### src/core/gfd_pkg.sv
// Functional notes
// (RQ1) fault input acts only when enabled
// (RQ2) input deassert shuts the selected rails
// (RQ3) fault shutdown latches, never retries
// (RQ4) debug blocks alert and fault responses
// (RQ5) debug covers all listed rail events
// (RQ6) debug ignores sequencing dependencies
// (RQ7) debug switches rail on timeout expiry
// (RQ8) debug zero timeout switches rail at once
// (RQ9) debug keeps fault bus pin released
// (RQ10) debug entry restores event-changed outputs
// (RQ11) debug input deassert: no log, no response
// (RQ12) rail fault drives fault bus low; the code pulls it only while gfe_r is set
// (RQ13) fault cleared releases fault bus pin
// (RQ14) assertion follows polarity after glitch filter
package gfd_pkg;
  // -------------------------------------------------
  // timing
  // -------------------------------------------------
  localparam int CLK_PERIOD_NS = 8;
  localparam int GLITCH_NS     = 1000;
  // least time, rounded up to whole cycles
  localparam int GLITCH_CYC    =
    (GLITCH_NS + CLK_PERIOD_NS - 1) / CLK_PERIOD_NS;
  // -------------------------------------------------
  // sizes
  // -------------------------------------------------
  localparam int GPI_NUM  = 8;
  localparam int RAIL_NUM = 16;
  localparam int LDRV_NUM = 8;
  localparam int EVT_NUM  = 11;
  localparam int SEL_W    = 3;
  // -------------------------------------------------
  // register byte offsets
  // -------------------------------------------------
  localparam logic [7:0] OFS_CTRL  = 8'h00;
  localparam logic [7:0] OFS_POL   = 8'h04;
  localparam logic [7:0] OFS_FILT  = 8'h08;
  localparam logic [7:0] OFS_SMASK = 8'h0c;
  localparam logic [7:0] OFS_RMASK = 8'h10;
  localparam logic [7:0] OFS_FPIN  = 8'h14;
  localparam logic [7:0] OFS_STS   = 8'h18;
  localparam logic [7:0] OFS_IMASK = 8'h1c;
  localparam logic [7:0] OFS_STATE = 8'h20;
  localparam logic [7:0] OFS_LDRV  = 8'h24;
  localparam logic [7:0] OFS_SHUT  = 8'h28;
  // -------------------------------------------------
  // field positions
  // -------------------------------------------------
  localparam int CTRL_GFE  = 0;
  localparam int CTRL_DBE  = 1;
  localparam int CTRL_FSEL = 4;
  localparam int CTRL_DSEL = 8;
  localparam int LG_BASE   = 0;
  localparam int LG_VAL    = 8;
  localparam int LG_MSK    = 16;
  localparam int SHUT_CLR  = 0;
  localparam int LGF_CLR   = 1;
  localparam int ST_RAIL   = 16;
  localparam int ST_DBG    = 15;
  localparam int ST_BUS    = 14;
  // status bits: events 0..10, then these
  localparam int STS_GSHUT = 11;
  localparam int STS_DBG   = 12;
  localparam int STS_W     = 13;
  // -------------------------------------------------
  // reset values
  // -------------------------------------------------
  localparam logic [31:0] RST_ZERO = 32'h0000_0000;
endpackage

### src/core/gfd_in_cond.sv
`timescale 1ns/100ps
// two-flop synchroniser plus optional glitch filter per input
module gfd_in_cond
  import gfd_pkg::*;
#(
  parameter int W    = GPI_NUM,
  parameter int FCYC = GLITCH_CYC
) (
  input  wire logic         clk,
  input  wire logic         rst_n,
  input  wire logic         ce,
  input  wire logic [W-1:0] pin_i,
  input  wire logic [W-1:0] filt_en,
  output logic      [W-1:0] level_o
);
  localparam int CW = $clog2(FCYC + 1);
  genvar g;
  generate
    for (g = 0; g < W; g++) begin : g_in
      logic          s1_r;   // first stage, read by s2 only
      logic          s2_r;   // synchronised sample
      logic [CW-1:0] cnt_r;  // stable-cycle count
      logic          lvl_r;  // filtered level
      // ---------------------------------------------
      // sync and filter
      // ---------------------------------------------
      always_ff @(posedge clk or negedge rst_n) begin
        if (!rst_n) begin
          s1_r  <= 1'b0;
          s2_r  <= 1'b0;
          cnt_r <= '0;
          lvl_r <= 1'b0;
        end else if (ce) begin
          s1_r <= pin_i[g];
          s2_r <= s1_r;
          // unfiltered: follow sync output
          if (!filt_en[g]) begin
            lvl_r <= s2_r;
            cnt_r <= '0;
          end else if (s2_r != lvl_r) begin
            // change accepted only after FCYC steady cycles
            if (cnt_r == CW'(FCYC - 1)) begin
              lvl_r <= s2_r;
              cnt_r <= '0;
            end else begin
              cnt_r <= cnt_r + 1'b1;
            end
          end else begin
            cnt_r <= '0;
          end
        end
      end
      assign level_o[g] = lvl_r;
    end
  endgenerate
endmodule // gfd_in_cond

### src/core/gfd_fault_pin.sv
`timescale 1ns/100ps
// open-drain fault bus pin: listens, or pulls low on request
module gfd_fault_pin (
  input  wire logic clk,
  input  wire logic rst_n,
  input  wire logic ce,
  input  wire logic drive_req,
  input  wire logic pin_i,
  output logic      pin_o,
  output logic      pin_oe_n,
  output logic      bus_low_o
);
  logic s1_r;     // first sync stage
  logic s2_r;     // synchronised bus level
  logic oe_n_r;   // low while pulling the bus
  // ---------------------------------------------
  // drive and listen
  // ---------------------------------------------
  always_ff @(posedge clk or negedge rst_n) begin
    if (!rst_n) begin
      s1_r   <= 1'b1;
      s2_r   <= 1'b1;
      oe_n_r <= 1'b1;
    end else if (ce) begin
      s1_r   <= pin_i;
      s2_r   <= s1_r;
      oe_n_r <= ~drive_req;
    end
  end
  // open drain: only ever drives zero
  assign pin_o     = 1'b0;
  assign pin_oe_n  = oe_n_r;
  assign bus_low_o = ~s2_r;
endmodule // gfd_fault_pin

### src/core/gfd_top.sv
`timescale 1ns/100ps
// gpi fault shutdown and sequencing debug mode controller
module gfd_top
  import gfd_pkg::*;
#(
  parameter int NGPI  = GPI_NUM,
  parameter int NRAIL = RAIL_NUM,
  parameter int NLG   = LDRV_NUM,
  parameter int FCYC  = GLITCH_CYC
) (
  input  wire logic             hclk,
  input  wire logic             hresetn,
  input  wire logic             clk_en,
  // ahb-lite slave
  input  wire logic             hsel,
  input  wire logic [31:0]      haddr,
  input  wire logic [1:0]       htrans,
  input  wire logic             hwrite,
  input  wire logic [2:0]       hsize,
  input  wire logic [31:0]      hwdata,
  input  wire logic             hready,
  output logic                  hreadyout,
  output logic                  hresp,
  output logic      [31:0]      hrdata,
  // general inputs from pins
  input  wire logic [NGPI-1:0]  gpi_pin,
  // rail events, one-cycle pulses, same clock
  input  wire logic [EVT_NUM-1:0] evt_i,
  input  wire logic [NRAIL-1:0] rail_fault_i,
  // sequencing inputs, same clock
  input  wire logic [NRAIL-1:0] rail_req_i,
  input  wire logic [NRAIL-1:0] dep_ok_i,
  input  wire logic [NRAIL-1:0] tmo_exp_i,
  input  wire logic [NRAIL-1:0] tmo_zero_i,
  output logic      [NRAIL-1:0] rail_en_o,
  output logic      [NLG-1:0]   logic_driven_output,
  // open-drain fault bus pin
  input  wire logic             fault_pin_i,
  output logic                  fault_pin_o,
  output logic                  fault_pin_oe_n,
  output logic                  alert_n,
  output logic                  irq
);
  // -------------------------------------------------
  // configuration and state registers
  // -------------------------------------------------
  logic             gfe_r;      // input fault enable
  logic             dbe_r;      // debug function enable
  logic [SEL_W-1:0] fsel_r;     // fault input select
  logic [SEL_W-1:0] dsel_r;     // debug input select
  logic [NGPI-1:0]  pol_r;      // 1: input active low
  logic [NGPI-1:0]  fen_r;      // glitch filter enables
  logic [NRAIL-1:0] smask_r;    // rails shut by input fault
  logic [NRAIL-1:0] rmask_r;    // rails shut on own fault
  logic [NRAIL-1:0] fpmask_r;   // rails that pull fault bus
  logic [STS_W-1:0] sts_r;      // sticky status
  logic [STS_W-1:0] imask_r;    // interrupt mask
  logic [NLG-1:0]   lg_base_r;  // normal output values
  logic [NLG-1:0]   lg_val_r;   // values forced by events
  logic [NLG-1:0]   lg_msk_r;   // outputs events may change
  logic [NLG-1:0]   lg_force_r; // outputs currently forced
  logic [NLG-1:0]   lg_out_r;   // output flops
  logic [NRAIL-1:0] shut_r;     // latched shutdown
  logic [NRAIL-1:0] rail_seq_r; // sequencer target state
  logic [NRAIL-1:0] rail_en_r;  // enable output flops
  logic [NGPI-1:0]  gpi_q_r;    // previous asserted state
  logic             debug_r;    // debug mode active
  logic             irq_r;
  logic             alert_n_r;
  // bus pipeline
  logic             wr_r;       // data phase is a write
  logic [7:0]       addr_r;     // data phase address
  logic [31:0]      rdata_r;    // read data flops

  // -------------------------------------------------
  // input conditioning and fault pin
  // -------------------------------------------------
  logic [NGPI-1:0]  gpi_filt;   // synced, filtered level
  logic [NGPI-1:0]  gpi_asrt;   // asserted, polarity applied
  logic             bus_low;    // shared fault bus low
  logic             drive_req;  // pull the fault bus

  gfd_in_cond #(
    .W    (NGPI),
    .FCYC (FCYC)
  ) u_in (
    .clk     (hclk),
    .rst_n   (hresetn),
    .ce      (clk_en),
    .pin_i   (gpi_pin),
    .filt_en (fen_r),
    .level_o (gpi_filt)
  );

  gfd_fault_pin u_fp (
    .clk       (hclk),
    .rst_n     (hresetn),
    .ce        (clk_en),
    .drive_req (drive_req),
    .pin_i     (fault_pin_i),
    .pin_o     (fault_pin_o),
    .pin_oe_n  (fault_pin_oe_n),
    .bus_low_o (bus_low)
  );

  // (RQ14) polarity after filter
  assign gpi_asrt = gpi_filt ^ pol_r;

  // -------------------------------------------------
  // ahb-lite decode
  // -------------------------------------------------
  // freezing the clock enable also stalls the bus
  assign hreadyout = clk_en;
  assign hresp     = 1'b0;
  assign hrdata    = rdata_r;
  wire ap_go  = hsel & htrans[1] & hready & clk_en;
  wire wr_go  = wr_r & clk_en;
  wire w_ctrl = wr_go & (addr_r == OFS_CTRL);
  wire w_pol  = wr_go & (addr_r == OFS_POL);
  wire w_filt = wr_go & (addr_r == OFS_FILT);
  wire w_smsk = wr_go & (addr_r == OFS_SMASK);
  wire w_rmsk = wr_go & (addr_r == OFS_RMASK);
  wire w_fpin = wr_go & (addr_r == OFS_FPIN);
  wire w_sts  = wr_go & (addr_r == OFS_STS);
  wire w_imsk = wr_go & (addr_r == OFS_IMASK);
  wire w_ldrv = wr_go & (addr_r == OFS_LDRV);
  wire w_shut = wr_go & (addr_r == OFS_SHUT);
  wire [7:0] ra = {haddr[7:2], 2'b00};
  // read mux; unmapped addresses read zero
  wire [31:0] rd_mux =
    (ra == OFS_CTRL)  ? {20'h0, 1'b0, dsel_r, 1'b0, fsel_r,
                         2'b00, dbe_r, gfe_r} :
    (ra == OFS_POL)   ? 32'(pol_r)    :
    (ra == OFS_FILT)  ? 32'(fen_r)    :
    (ra == OFS_SMASK) ? 32'(smask_r)  :
    (ra == OFS_RMASK) ? 32'(rmask_r)  :
    (ra == OFS_FPIN)  ? 32'(fpmask_r) :
    (ra == OFS_STS)   ? 32'(sts_r)    :
    (ra == OFS_IMASK) ? 32'(imask_r)  :
    (ra == OFS_STATE) ? {16'(rail_en_r), debug_r, bus_low,
                         6'h00, 8'(gpi_asrt)} :
    (ra == OFS_LDRV)  ? {8'h00, 8'(lg_msk_r), 8'(lg_val_r),
                         8'(lg_base_r)} :
    (ra == OFS_SHUT)  ? 32'(shut_r)   : RST_ZERO;

  // -------------------------------------------------
  // event logic
  // -------------------------------------------------
  // (RQ11) debug input still works in debug
  wire debug_nxt = dbe_r & gpi_asrt[dsel_r];
  wire dbg_rise  = debug_nxt & ~debug_r;
  // fault input falls from asserted to deasserted
  wire fault_deasrt = gpi_q_r[fsel_r] & ~gpi_asrt[fsel_r];
  // (RQ1) gated by fault enable
  // (RQ11) no fault response while in debug
  wire gshut_set = gfe_r & ~debug_r & fault_deasrt;
  // (RQ4) (RQ5) all listed events masked in debug
  wire [EVT_NUM-1:0] evt_set = debug_r ? '0 : evt_i;
  wire [NRAIL-1:0] rail_hit =
    debug_r ? '0 : (rail_fault_i & rmask_r);
  // (RQ2) input fault shuts the selected rails
  wire [NRAIL-1:0] shut_set =
    (gshut_set ? smask_r : '0) | rail_hit;
  // (RQ3) latched until software clears it, no retry
  wire shut_clr = w_shut & hwdata[SHUT_CLR];
  wire [NRAIL-1:0] shut_nxt =
    (shut_clr ? '0 : shut_r) | shut_set;
  // status: set wins over write-one-to-clear
  wire [STS_W-1:0] sts_set = {dbg_rise, gshut_set, evt_set};
  wire [STS_W-1:0] sts_w1c = w_sts ? hwdata[STS_W-1:0] : '0;
  wire [STS_W-1:0] sts_nxt = (sts_r & ~sts_w1c) | sts_set;

  // -------------------------------------------------
  // rail sequencing
  // -------------------------------------------------
  // (RQ6) debug ignores dependencies
  // (RQ7) (RQ8) expiry or zero timeout switches rail
  wire [NRAIL-1:0] seq_go =
    debug_r ? (tmo_exp_i | tmo_zero_i) : dep_ok_i;
  wire [NRAIL-1:0] seq_nxt =
    rail_seq_r ^ ((rail_req_i ^ rail_seq_r) & seq_go);

  // -------------------------------------------------
  // logic driven outputs
  // -------------------------------------------------
  // (RQ10) debug entry drops forcing, base returns
  wire lg_clr = w_shut & hwdata[LGF_CLR];
  // an event in the same cycle as a software clear wins
  wire [NLG-1:0] lg_force_nxt =
    debug_nxt ? '0 :
    ((lg_clr ? '0 : lg_force_r) | ((|evt_set) ? lg_msk_r : '0));
  wire [NLG-1:0] lg_out_nxt =
    (lg_val_r & lg_force_nxt) | (lg_base_r & ~lg_force_nxt);

  // -------------------------------------------------
  // fault bus request
  // -------------------------------------------------
  // (RQ12) (RQ13) pull while a selected rail faults and gfe_r is set
  // (RQ9) debug keeps the pin released
  assign drive_req =
    gfe_r & ~debug_r & (|(rail_fault_i & fpmask_r));

  // -------------------------------------------------
  // bus pipeline flops
  // -------------------------------------------------
  always_ff @(posedge hclk or negedge hresetn) begin
    if (!hresetn) begin
      wr_r    <= 1'b0;
      addr_r  <= 8'h00;
      rdata_r <= RST_ZERO;
    end else if (clk_en) begin
      wr_r    <= ap_go & hwrite;
      addr_r  <= {haddr[7:2], 2'b00};
      // sampled at the address phase, one data phase
      if (ap_go && !hwrite) begin
        rdata_r <= rd_mux;
      end
    end
  end

  // -------------------------------------------------
  // software written configuration
  // -------------------------------------------------
  always_ff @(posedge hclk or negedge hresetn) begin
    if (!hresetn) begin
      gfe_r    <= 1'b0;
      dbe_r    <= 1'b0;
      fsel_r   <= '0;
      dsel_r   <= '0;
      pol_r    <= '0;
      fen_r    <= '0;
      smask_r  <= '0;
      rmask_r  <= '0;
      fpmask_r <= '0;
      imask_r  <= '0;
    end else if (clk_en) begin
      if (w_ctrl) begin
        gfe_r  <= hwdata[CTRL_GFE];
        dbe_r  <= hwdata[CTRL_DBE];
        fsel_r <= hwdata[CTRL_FSEL +: SEL_W];
        dsel_r <= hwdata[CTRL_DSEL +: SEL_W];
      end
      if (w_pol)  pol_r    <= hwdata[NGPI-1:0];
      if (w_filt) fen_r    <= hwdata[NGPI-1:0];
      if (w_smsk) smask_r  <= hwdata[NRAIL-1:0];
      if (w_rmsk) rmask_r  <= hwdata[NRAIL-1:0];
      if (w_fpin) fpmask_r <= hwdata[NRAIL-1:0];
      if (w_imsk) imask_r  <= hwdata[STS_W-1:0];
    end
  end

  // logic driven output settings
  always_ff @(posedge hclk or negedge hresetn) begin
    if (!hresetn) begin
      lg_base_r <= '0;
      lg_val_r  <= '0;
      lg_msk_r  <= '0;
    end else if (clk_en && w_ldrv) begin
      lg_base_r <= hwdata[LG_BASE +: NLG];
      lg_val_r  <= hwdata[LG_VAL +: NLG];
      lg_msk_r  <= hwdata[LG_MSK +: NLG];
    end
  end

  // -------------------------------------------------
  // block state
  // -------------------------------------------------
  always_ff @(posedge hclk or negedge hresetn) begin
    if (!hresetn) begin
      debug_r    <= 1'b0;
      gpi_q_r    <= '0;
      sts_r      <= '0;
      shut_r     <= '0;
      rail_seq_r <= '0;
      rail_en_r  <= '0;
      lg_force_r <= '0;
      lg_out_r   <= '0;
      irq_r      <= 1'b0;
      alert_n_r  <= 1'b1;
    end else if (clk_en) begin
      debug_r    <= debug_nxt;
      gpi_q_r    <= gpi_asrt;
      sts_r      <= sts_nxt;
      shut_r     <= shut_nxt;
      rail_seq_r <= seq_nxt;
      // latched shutdown overrides the sequencer
      rail_en_r  <= seq_nxt & ~shut_nxt;
      lg_force_r <= lg_force_nxt;
      lg_out_r   <= lg_out_nxt;
      irq_r      <= |(sts_nxt & imask_r);
      // (RQ4) no alert while debug is active
      alert_n_r  <= ~((|sts_nxt[EVT_NUM-1:0]) & ~debug_nxt);
    end
  end

  assign rail_en_o           = rail_en_r;
  assign logic_driven_output = lg_out_r;
  assign irq                 = irq_r;
  assign alert_n             = alert_n_r;

  // -------------------------------------------------
  // assertions
  // -------------------------------------------------
  property p_rq1;
    @(posedge hclk) disable iff (!hresetn || !clk_en)
    !gfe_r |=> ((shut_r & ~$past(shut_r)) == '0) ||
               $past(|rail_hit);
  endproperty
  a_rq1: assert property (p_rq1) // RQ1
    else $error("shutdown while fault input disabled");

  property p_rq2;
    @(posedge hclk) disable iff (!hresetn || !clk_en)
    gshut_set |=> ((shut_r & $past(smask_r)) == $past(smask_r));
  endproperty
  a_rq2: assert property (p_rq2) // RQ2
    else $error("selected rails not shut on input fault");

  property p_rq3;
    @(posedge hclk) disable iff (!hresetn || !clk_en)
    !shut_clr |=> ((shut_r & $past(shut_r)) == $past(shut_r))
                  and ((rail_en_o & $past(shut_r)) == '0);
  endproperty
  a_rq3: assert property (p_rq3) // RQ3
    else $error("shut rail restarted without clear");

  property p_rq4;
    @(posedge hclk) disable iff (!hresetn || !clk_en)
    debug_r && debug_nxt |=> alert_n && ($past(rail_hit) == '0);
  endproperty
  a_rq4: assert property (p_rq4) // RQ4
    else $error("alert or response in debug mode");

  property p_rq5;
    @(posedge hclk) disable iff (!hresetn || !clk_en)
    debug_r && (sts_r[EVT_NUM-1:0] == '0) && !w_sts
      |=> (sts_r[EVT_NUM-1:0] == '0);
  endproperty
  a_rq5: assert property (p_rq5) // RQ5
    else $error("event logged in debug mode");

  property p_rq7;
    @(posedge hclk) disable iff (!hresetn || !clk_en)
    debug_r |=>
      (((rail_seq_r ^ $past(rail_req_i)) & $past(tmo_exp_i)) == '0);
  endproperty
  a_rq7: assert property (p_rq7) // RQ7
    else $error("rail not switched on timeout expiry");

  property p_rq8;
    @(posedge hclk) disable iff (!hresetn || !clk_en)
    debug_r |=>
      (((rail_seq_r ^ $past(rail_req_i)) & $past(tmo_zero_i)) == '0);
  endproperty
  a_rq8: assert property (p_rq8) // RQ8
    else $error("zero timeout rail not switched");

  property p_rq9;
    @(posedge hclk) disable iff (!hresetn || !clk_en)
    debug_r ##1 clk_en |-> fault_pin_oe_n;
  endproperty
  a_rq9: assert property (p_rq9) // RQ9
    else $error("fault bus driven in debug mode");

  property p_rq10;
    @(posedge hclk) disable iff (!hresetn || !clk_en)
    $rose(debug_r) |-> logic_driven_output == $past(lg_base_r);
  endproperty
  a_rq10: assert property (p_rq10) // RQ10
    else $error("outputs not restored on debug entry");

  property p_rq12;
    @(posedge hclk) disable iff (!hresetn || !clk_en)
    drive_req |=> !fault_pin_oe_n && !fault_pin_o;
  endproperty
  a_rq12: assert property (p_rq12) // RQ12
    else $error("fault bus not pulled on rail fault");

  property p_rq13;
    @(posedge hclk) disable iff (!hresetn || !clk_en)
    !drive_req |=> fault_pin_oe_n;
  endproperty
  a_rq13: assert property (p_rq13) // RQ13
    else $error("fault bus pin not released");
endmodule // gfd_top

### config.mk
export PLATFORM = sky130hd
export DESIGN_NAME = gfd_top
export DESIGN_NICKNAME = d
export VERILOG_FILES = /design/src/core/gfd_pkg.sv /design/src/core/gfd_in_cond.sv /design/src/core/gfd_fault_pin.sv /design/src/core/gfd_top.sv
export SDC_FILE = /design/constraint.sdc
export NUM_CORES = 1
export LEC_CHECK = 0
export ABC_AREA = 1
export BUFFER_PORTS_ARGS = -buffer_cell sky130_fd_sc_hd__buf_2
export CAP_MARGIN = 10
export CORE_MARGIN = 1.5
export CORE_UTILIZATION = 45
export DETAILED_ROUTE_END_ITERATION = 12
export PLACE_DENSITY_LB_ADDON = 0.12
export SLEW_MARGIN = 10
export SYNTH_ARGS = -nofsm -noshare
export SYNTH_HDL_FRONTEND = slang
export SYNTH_SLANG_ARGS = --single-unit
### constraint.sdc
create_clock -name hclk -period 1.6 [get_ports hclk]
set_clock_uncertainty 0.1 [all_clocks]
set_input_delay 0.32 -clock hclk [delete_from_list [all_inputs] [get_ports hclk]]
set_output_delay 0.32 -clock hclk [all_outputs]
set_load 0.01 [all_outputs]
==> out/summary.txt, run 1 <==
Fmax -> 0.524 GHz
CP Class -> reg -> reg
Mean post-synth cell area -> 8.04 um^2
Register area share after synthesis -> 51.4%
Die ar. -> 35700 um^2
PnR worst setup slack -> -0.310 ns
R2R Setup Slk -> -0.31 ns
Layout cells sized above 1 -> 38.0%
Gpl congestion -> 0.982
Post-DP Area -> 18800 um^2
Root buf cell -> clkbuf_16
CTS HTree Levels -> 2
Final #Nets -> 2576
Post-synth top cells -> nand2_1, dfrtp_1, o21ai_0, inv_1, nor2_1
Top Ports -> 237
Pleak -> 10.9 nW
Headroom to the max-slew limit -> 57.9%
CP Max Fanout -> 7
CTS Buf Count -> 38
Worst setup EP type -> flip-flop
Remaining antenna violation count -> 0
FP Rows -> 67
DRT Wirelength -> 58.9 mm
Total grt overflow -> 0
Post-Syn Instances -> 1935
Pwr/cell area -> 950 nW/um^2
Initial antenna violation count -> 0
DRT iter0 DRCs -> 1247
Yosys reg bits -> 319
Clock slew at reported path FFs -> 0.06 ns
Synthesized area -> 15600 um^2
Startpoint types -> flip-flop
Post-synth EDFFs -> 0
Setup TNS -> -29.76 ns
Count leader, synth -> nand2_1
Area leader, netlist -> dfrtp_1
Chip width -> 189 um
Clock Path Buffers -> 3
Final Hold Viols -> 0
Largest net degree at the start of global routing -> 92
Global-route wire length before repair -> 87.6 mm
Clk_lat worst skew -> 0.53 ns
Fillers -> 2744
Area contributors post-synth -> dfrtp_1, nand2_1, o21ai_0, inv_1, nand3_1
Register Area -> 7990 um^2
FFs w/ async S/R, synth -> 100%
Share of the synthesized area in the top cell type -> 50.7%
Post-route cell area -> 22800 um^2
RSZ-0062 raised after global routing -> yes
Dominant synthesized flop cell -> dfrtp_1
Warnings, synthesis -> 0
CTS tree -> yes
Die H -> 189 um
Clock Sink Count -> 319
Initial Util -> 46.0%
Fin util -> 67.5%
Violated checks -> setup timing
N_diodes -> 0
Vias in the first global route -> 15173
MaxCap Viol Count -> 0
Hold Slack -> 0.00963 ns
Status -> finished, violations left
Via count -> 15668
Final period util -> 119%
Count of pins over their slew limit -> 0
Synthesis-to-layout area growth -> 46.7%
Critical path data required time -> 1.90 ns
Multi-input gate area -> 8180 um^2
Final-report setup violation count -> 174
# DRC -> 0
DRT Pass-1 Iters -> 7
Port bufs -> 196
Worst slew pin tran -> 0.630 ns
Via density -> 5.48
Routed wire per std cell -> 20.6 um
Unique masters post-synth -> 49
HP Class -> in -> reg
Critical Path AT -> 2.21 ns
GRT Resource Usage Total -> 32.2%
Maximum vdd drop -> 733 uV
Placeable Area -> 33800 um^2
HPWL Detailed -> 40.8 mm
Final worst path period need -> 1.91 ns
-- metrics by stage --
stage	setup WS, ns	power, mW	instances
final	-0.310	21.7	2860
after global routing	-0.397	22.5	2860
after CTS	-0.262	21.4	2829
after detailed placement	-0.535	12.3	2717
after global placement	-0.527	12.2	2717
after floorplan	-0.0170	10.6	1936
-- final timing paths --
check,start,endpoint,depth (start not counted)
max reg2reg,wr_r,shut_r[11],10
min in group asynchronous,hresetn,u_in.g_in[6].cnt_r[2],2
max,wr_r,shut_r[11],10
min reg2reg,u_fp.s1_r,u_fp.s1_r,2
min,haddr[7],addr_r[7],3
max in group asynchronous,hresetn,u_in.g_in[7].cnt_r[1],3
-- layout by cell type (no fill, tap or decap), types with 14 or more instances in the layout --
cell type and count:
clkbuf_16 50, buf_2 192, buf_6 36, nand3_1 57, inv_2 26, inv_1 150, o21ai_1 117, dlygate4sd3_1 20
nand3_2 22, nor2_2 21, nand4_1 23, o21ai_0 115, nand2_1 426, a21oi_1 56, dfrtp_1 311, nor2_1 85
buf_12 33, nand2_4 62, o21ai_2 64, ha_1 14, nand2_2 92, buf_4 192, xor2_1 20
-- where the power goes --
part | leakage, nW | internal [mW] | switching (mW) | total, mW
Combinational | 6.06 | 1.53 | 2.06 | 3.60
Clock | 0.630 | 5.41 | 3.46 | 8.87
Sequential | 4.23 | 8.69 | 0.530 | 9.22
Total | 10.9 | 15.6 | 6.05 | 21.7
-- layout make-up --
cell class | count | share of cell area [%]
Clock inverter | 12 | 0.631
Multi-Input combinational cell | 1355 | 35.9
Tap cell | 448 | 2.46
Clock buffer | 55 | 4.98
Sequential cell | 319 | 35.0
Inverter | 179 | 3.00
Timing Repair Buffer | 492 | 18.0
-- sequential cells by signal (all words and copies together), names as in the netlist, 13 cells and up --
register	flops
u_in.g_in.cnt_r	56
fpmask_r	16
imask_r	13
shut_r	16
rail_en_o	16
hrdata	32
smask_r	16
rmask_r	16
rail_seq_r	16
sts_r	13
-- layer usage --
layer	global-route usage, %	part of all wire [%]
met1	42.5	41
met2	52.8	47
met3	4.82	7.1
met4	14.1	4.9
met5	0	0
-- logic make-up after synthesis --
group                      count (synthesis)  share of synthesized area [%]
AOI/OAI and AO/OA                        443                           15.5
DFF                                      319                           51.4
muxes                                     11                          0.772
buffers and inverters                    262                           6.66
xor gates and xnor gates                  36                           2.03
other                                      1                         0.0241
adders and majority gates                 16                           1.29
and+or+nand+nor                          847                           22.4
-- what timing repair did --
action / CTS / global route
buffers inserted: 19 / 23
hold buffers: 20 / 0
pin swaps: 40 / 70
cloned: 7 / 12
hold endpoints to repair: 248 / 0
endpoints found under the setup margin: 185 / 230
resized for setup: 207 / 423
-- worst max-delay path: stages (launching register included) --
cell	delay (ns)
dfrtp_1	0.36
nand2_2	0.11
nor2_4	0.20
buf_6	0.14
nand4_4	0.10
buf_12	0.16
buf_12	0.14
a32oi_1	0.18
nand2_1	0.15
nand2_1	0.09
o21ai_1	0.07
(Power assumes the default switching activity.)
==> inputs of run 2 (changes only) <==
- clock period: 1.6 -> 2.05 ns (I/O delays scaled with it)
==> run 2 against run 1 <==
  * Highest routed layer unchanged
  * The run now ends clean
  * Hold slack lost 0.0029 ns
  * Via count shrank 6.9%
  * Fmax shrank 4.3%
  * Count of clock-buffer cells in the layout is the same
  * Sequential power shrank 22%
  * Global-route usage shrank 2.3 points
  * Die area is the same
  * Critical path depth grew 2
==> out/summary.txt, run 2 (synthesis results as in run 1) <==
Initial Util -> 46.0%
CP endpoint -> rail_en_o[1]
Post-route cell area -> 19500 um^2
Die H -> 189 um
HPWL Detailed -> 39.3 mm
CTS HTree Levels -> 2
Largest net degree at the start of global routing -> 140
Root buf cell -> clkbuf_16
Pwr/cell area -> 806 nW/um^2
Global-route wire length before repair -> 81.0 mm
Status -> complete, no violations
Most frequent cells in the layout -> nand2_1, dfrtp_1, o21ai_0, buf_2, inv_1
Worst setup EP type -> flip-flop
GRT Resource Usage Total -> 29.9%
Maximum vdd drop -> 579 uV
Pre-CTS WS -> -0.136 ns
Reg-to-Reg End -> rail_en_o[1]
Clock slew at reported path FFs -> 0.06 ns
Setup TNS -> 0 ns
Die ar. -> 35700 um^2
Post-DP Area -> 18100 um^2
Clock Sink Count -> 319
Clock Path Buffers -> 3
Vias in the first global route -> 14236
Via density -> 5.35
Worst path top cell family by delay -> simple AND/OR/NAND/NOR gates
Bufs and invs on worst path -> 3
# DRC -> 0
CP Class -> reg -> reg
FP Rows -> 67
Startpoint types -> flip-flop
Largest register FFs -> 56
Critical path data required time -> 2.38 ns
Layout cells sized above 1 -> 21.9%
Fmax -> 0.501 GHz
Initial antenna violation count -> 2
MaxCap Viol Count -> 0
Worst path cell trace -> clkbuf_4, nand2_1, nand3b_1, nand3_1, nand3_1, nand2_2, nand2_2, inv_4, buf_12, nand2_1, nand3_1, o21ai_1
Via count -> 14580
Chip width -> 189 um
DRT iter0 DRCs -> 1216
CP Max Fanout -> 7
Dpl cells -> 2653
Final Hold Viols -> 0
R2R Setup Slk -> 0.06 ns
Gpl congestion -> 0.933
Worst slew pin tran -> 0.585 ns
Pleak -> 9.46 nW
PnR worst setup slack -> 0.0552 ns
Worst r2r path cells -> 12
Count of pins over their slew limit -> 0
Total grt overflow -> 0
Crit. path cell count -> 12
Final-report setup violation count -> 0
Most common cell after layout, fill and taps aside -> nand2_1
Final #Nets -> 2440
CTS Buf Count -> 37
DRT Pass-1 Iters -> 5
Fillers -> 3170
Slowest stage cell on the critical path -> dfrtp_2
CP dominant cell by count -> nand3_1
Port bufs -> 196
CTS tree -> yes
Largest stage delay on the critical path -> 0.40 ns
Clk_lat worst skew -> 0.52 ns
Design Power -> 15.7 mW
Fin cells -> 2724
Remaining antenna violation count -> 0
Worst Setup SP -> fsel_r[0]
HP Class -> in -> reg
Headroom to the max-slew limit -> 61.0%
Final worst path period need -> 1.99 ns
Routed wire per std cell -> 19.2 um
Worst R2R Start -> fsel_r[0]
RSZ-0062 raised after global routing -> yes
Largest reg by FF count -> u_in.g_in.cnt_r
Synthesis-to-layout area growth -> 25.5%
Placeable Area -> 33800 um^2
DRT Wirelength -> 52.3 mm
Top Ports -> 237
Final period util -> 97.3%
Critical Path AT -> 2.33 ns
-- run 2: through the flow --
step / util (%) / hold WS (ns)
after floorplan: - / 0.0144
after global placement: 53.6 / 0.190
after detailed placement: 53.6 / 0.190
after CTS: 57.2 / 0.00752
after global routing: 57.8 / 0.0183
final: 57.8 / 0.00678
-- run 2: timing repair --
action                     4_1_cts  5_1_grt
resized for setup                5       53
hold buffers                     1        0
setup endpoints to repair       29       41
buffers inserted                 0        4
pin swaps                        0       13
hold endpoints to repair        61        0
-- run 2: area by class of cell --
cell class / instances / area [um^2] / area share (%)
tap: 448 / 561 / 2.87
antenna: 2 / 5.00 / 0.0256
clock inverter: 9 / 53.8 / 0.276
inverter: 179 / 677 / 3.47
clock buffer: 55 / 1110 / 5.71
timing repair buffer: 357 / 2420 / 12.4
sequential: 319 / 7990 / 41.0
multi-input combinational: 1355 / 6690 / 34.3
-- run 2: worst min-delay path, stage by stage --
cell and delay (ns):
buf_2 0.08, nand2_1 0.05, nand2_1 0.06
-- run 2: where the power goes --
group | switching [mW] | internal (mW)
combinational | 1.38 | 0.871
clock | 2.58 | 3.75
sequential | 0.369 | 6.78
-- run 2: metal layers --
layer / part of all wire [%] / GRT usage, % / vias to the layer above
met3: 7.0 / 4.62 / 97
met1: 42 / 40.5 / 6920
met5: 0 / 0 / -
met4: 4.3 / 13.5 / 0
li1: - / - / 7013
met2: 46 / 47.5 / 550
-- run 2: how the worst min path moves through the flow --
stage / cells after the start / startpoint / end
2_1_floorplan: 0 / hresetn / addr_r[2]
3_3_place_gp: 1 / hresetn / u_in.g_in[6].cnt_r[5]
3_5_place_dp: 1 / hresetn / u_in.g_in[4].cnt_r[2]
4_1_cts: 3 / gpi_pin[1] / u_in.g_in[1].s1_r
5_1_grt: 3 / gpi_pin[1] / u_in.g_in[1].s1_r
6_report: 3 / gpi_pin[7] / u_in.g_in[7].s1_r
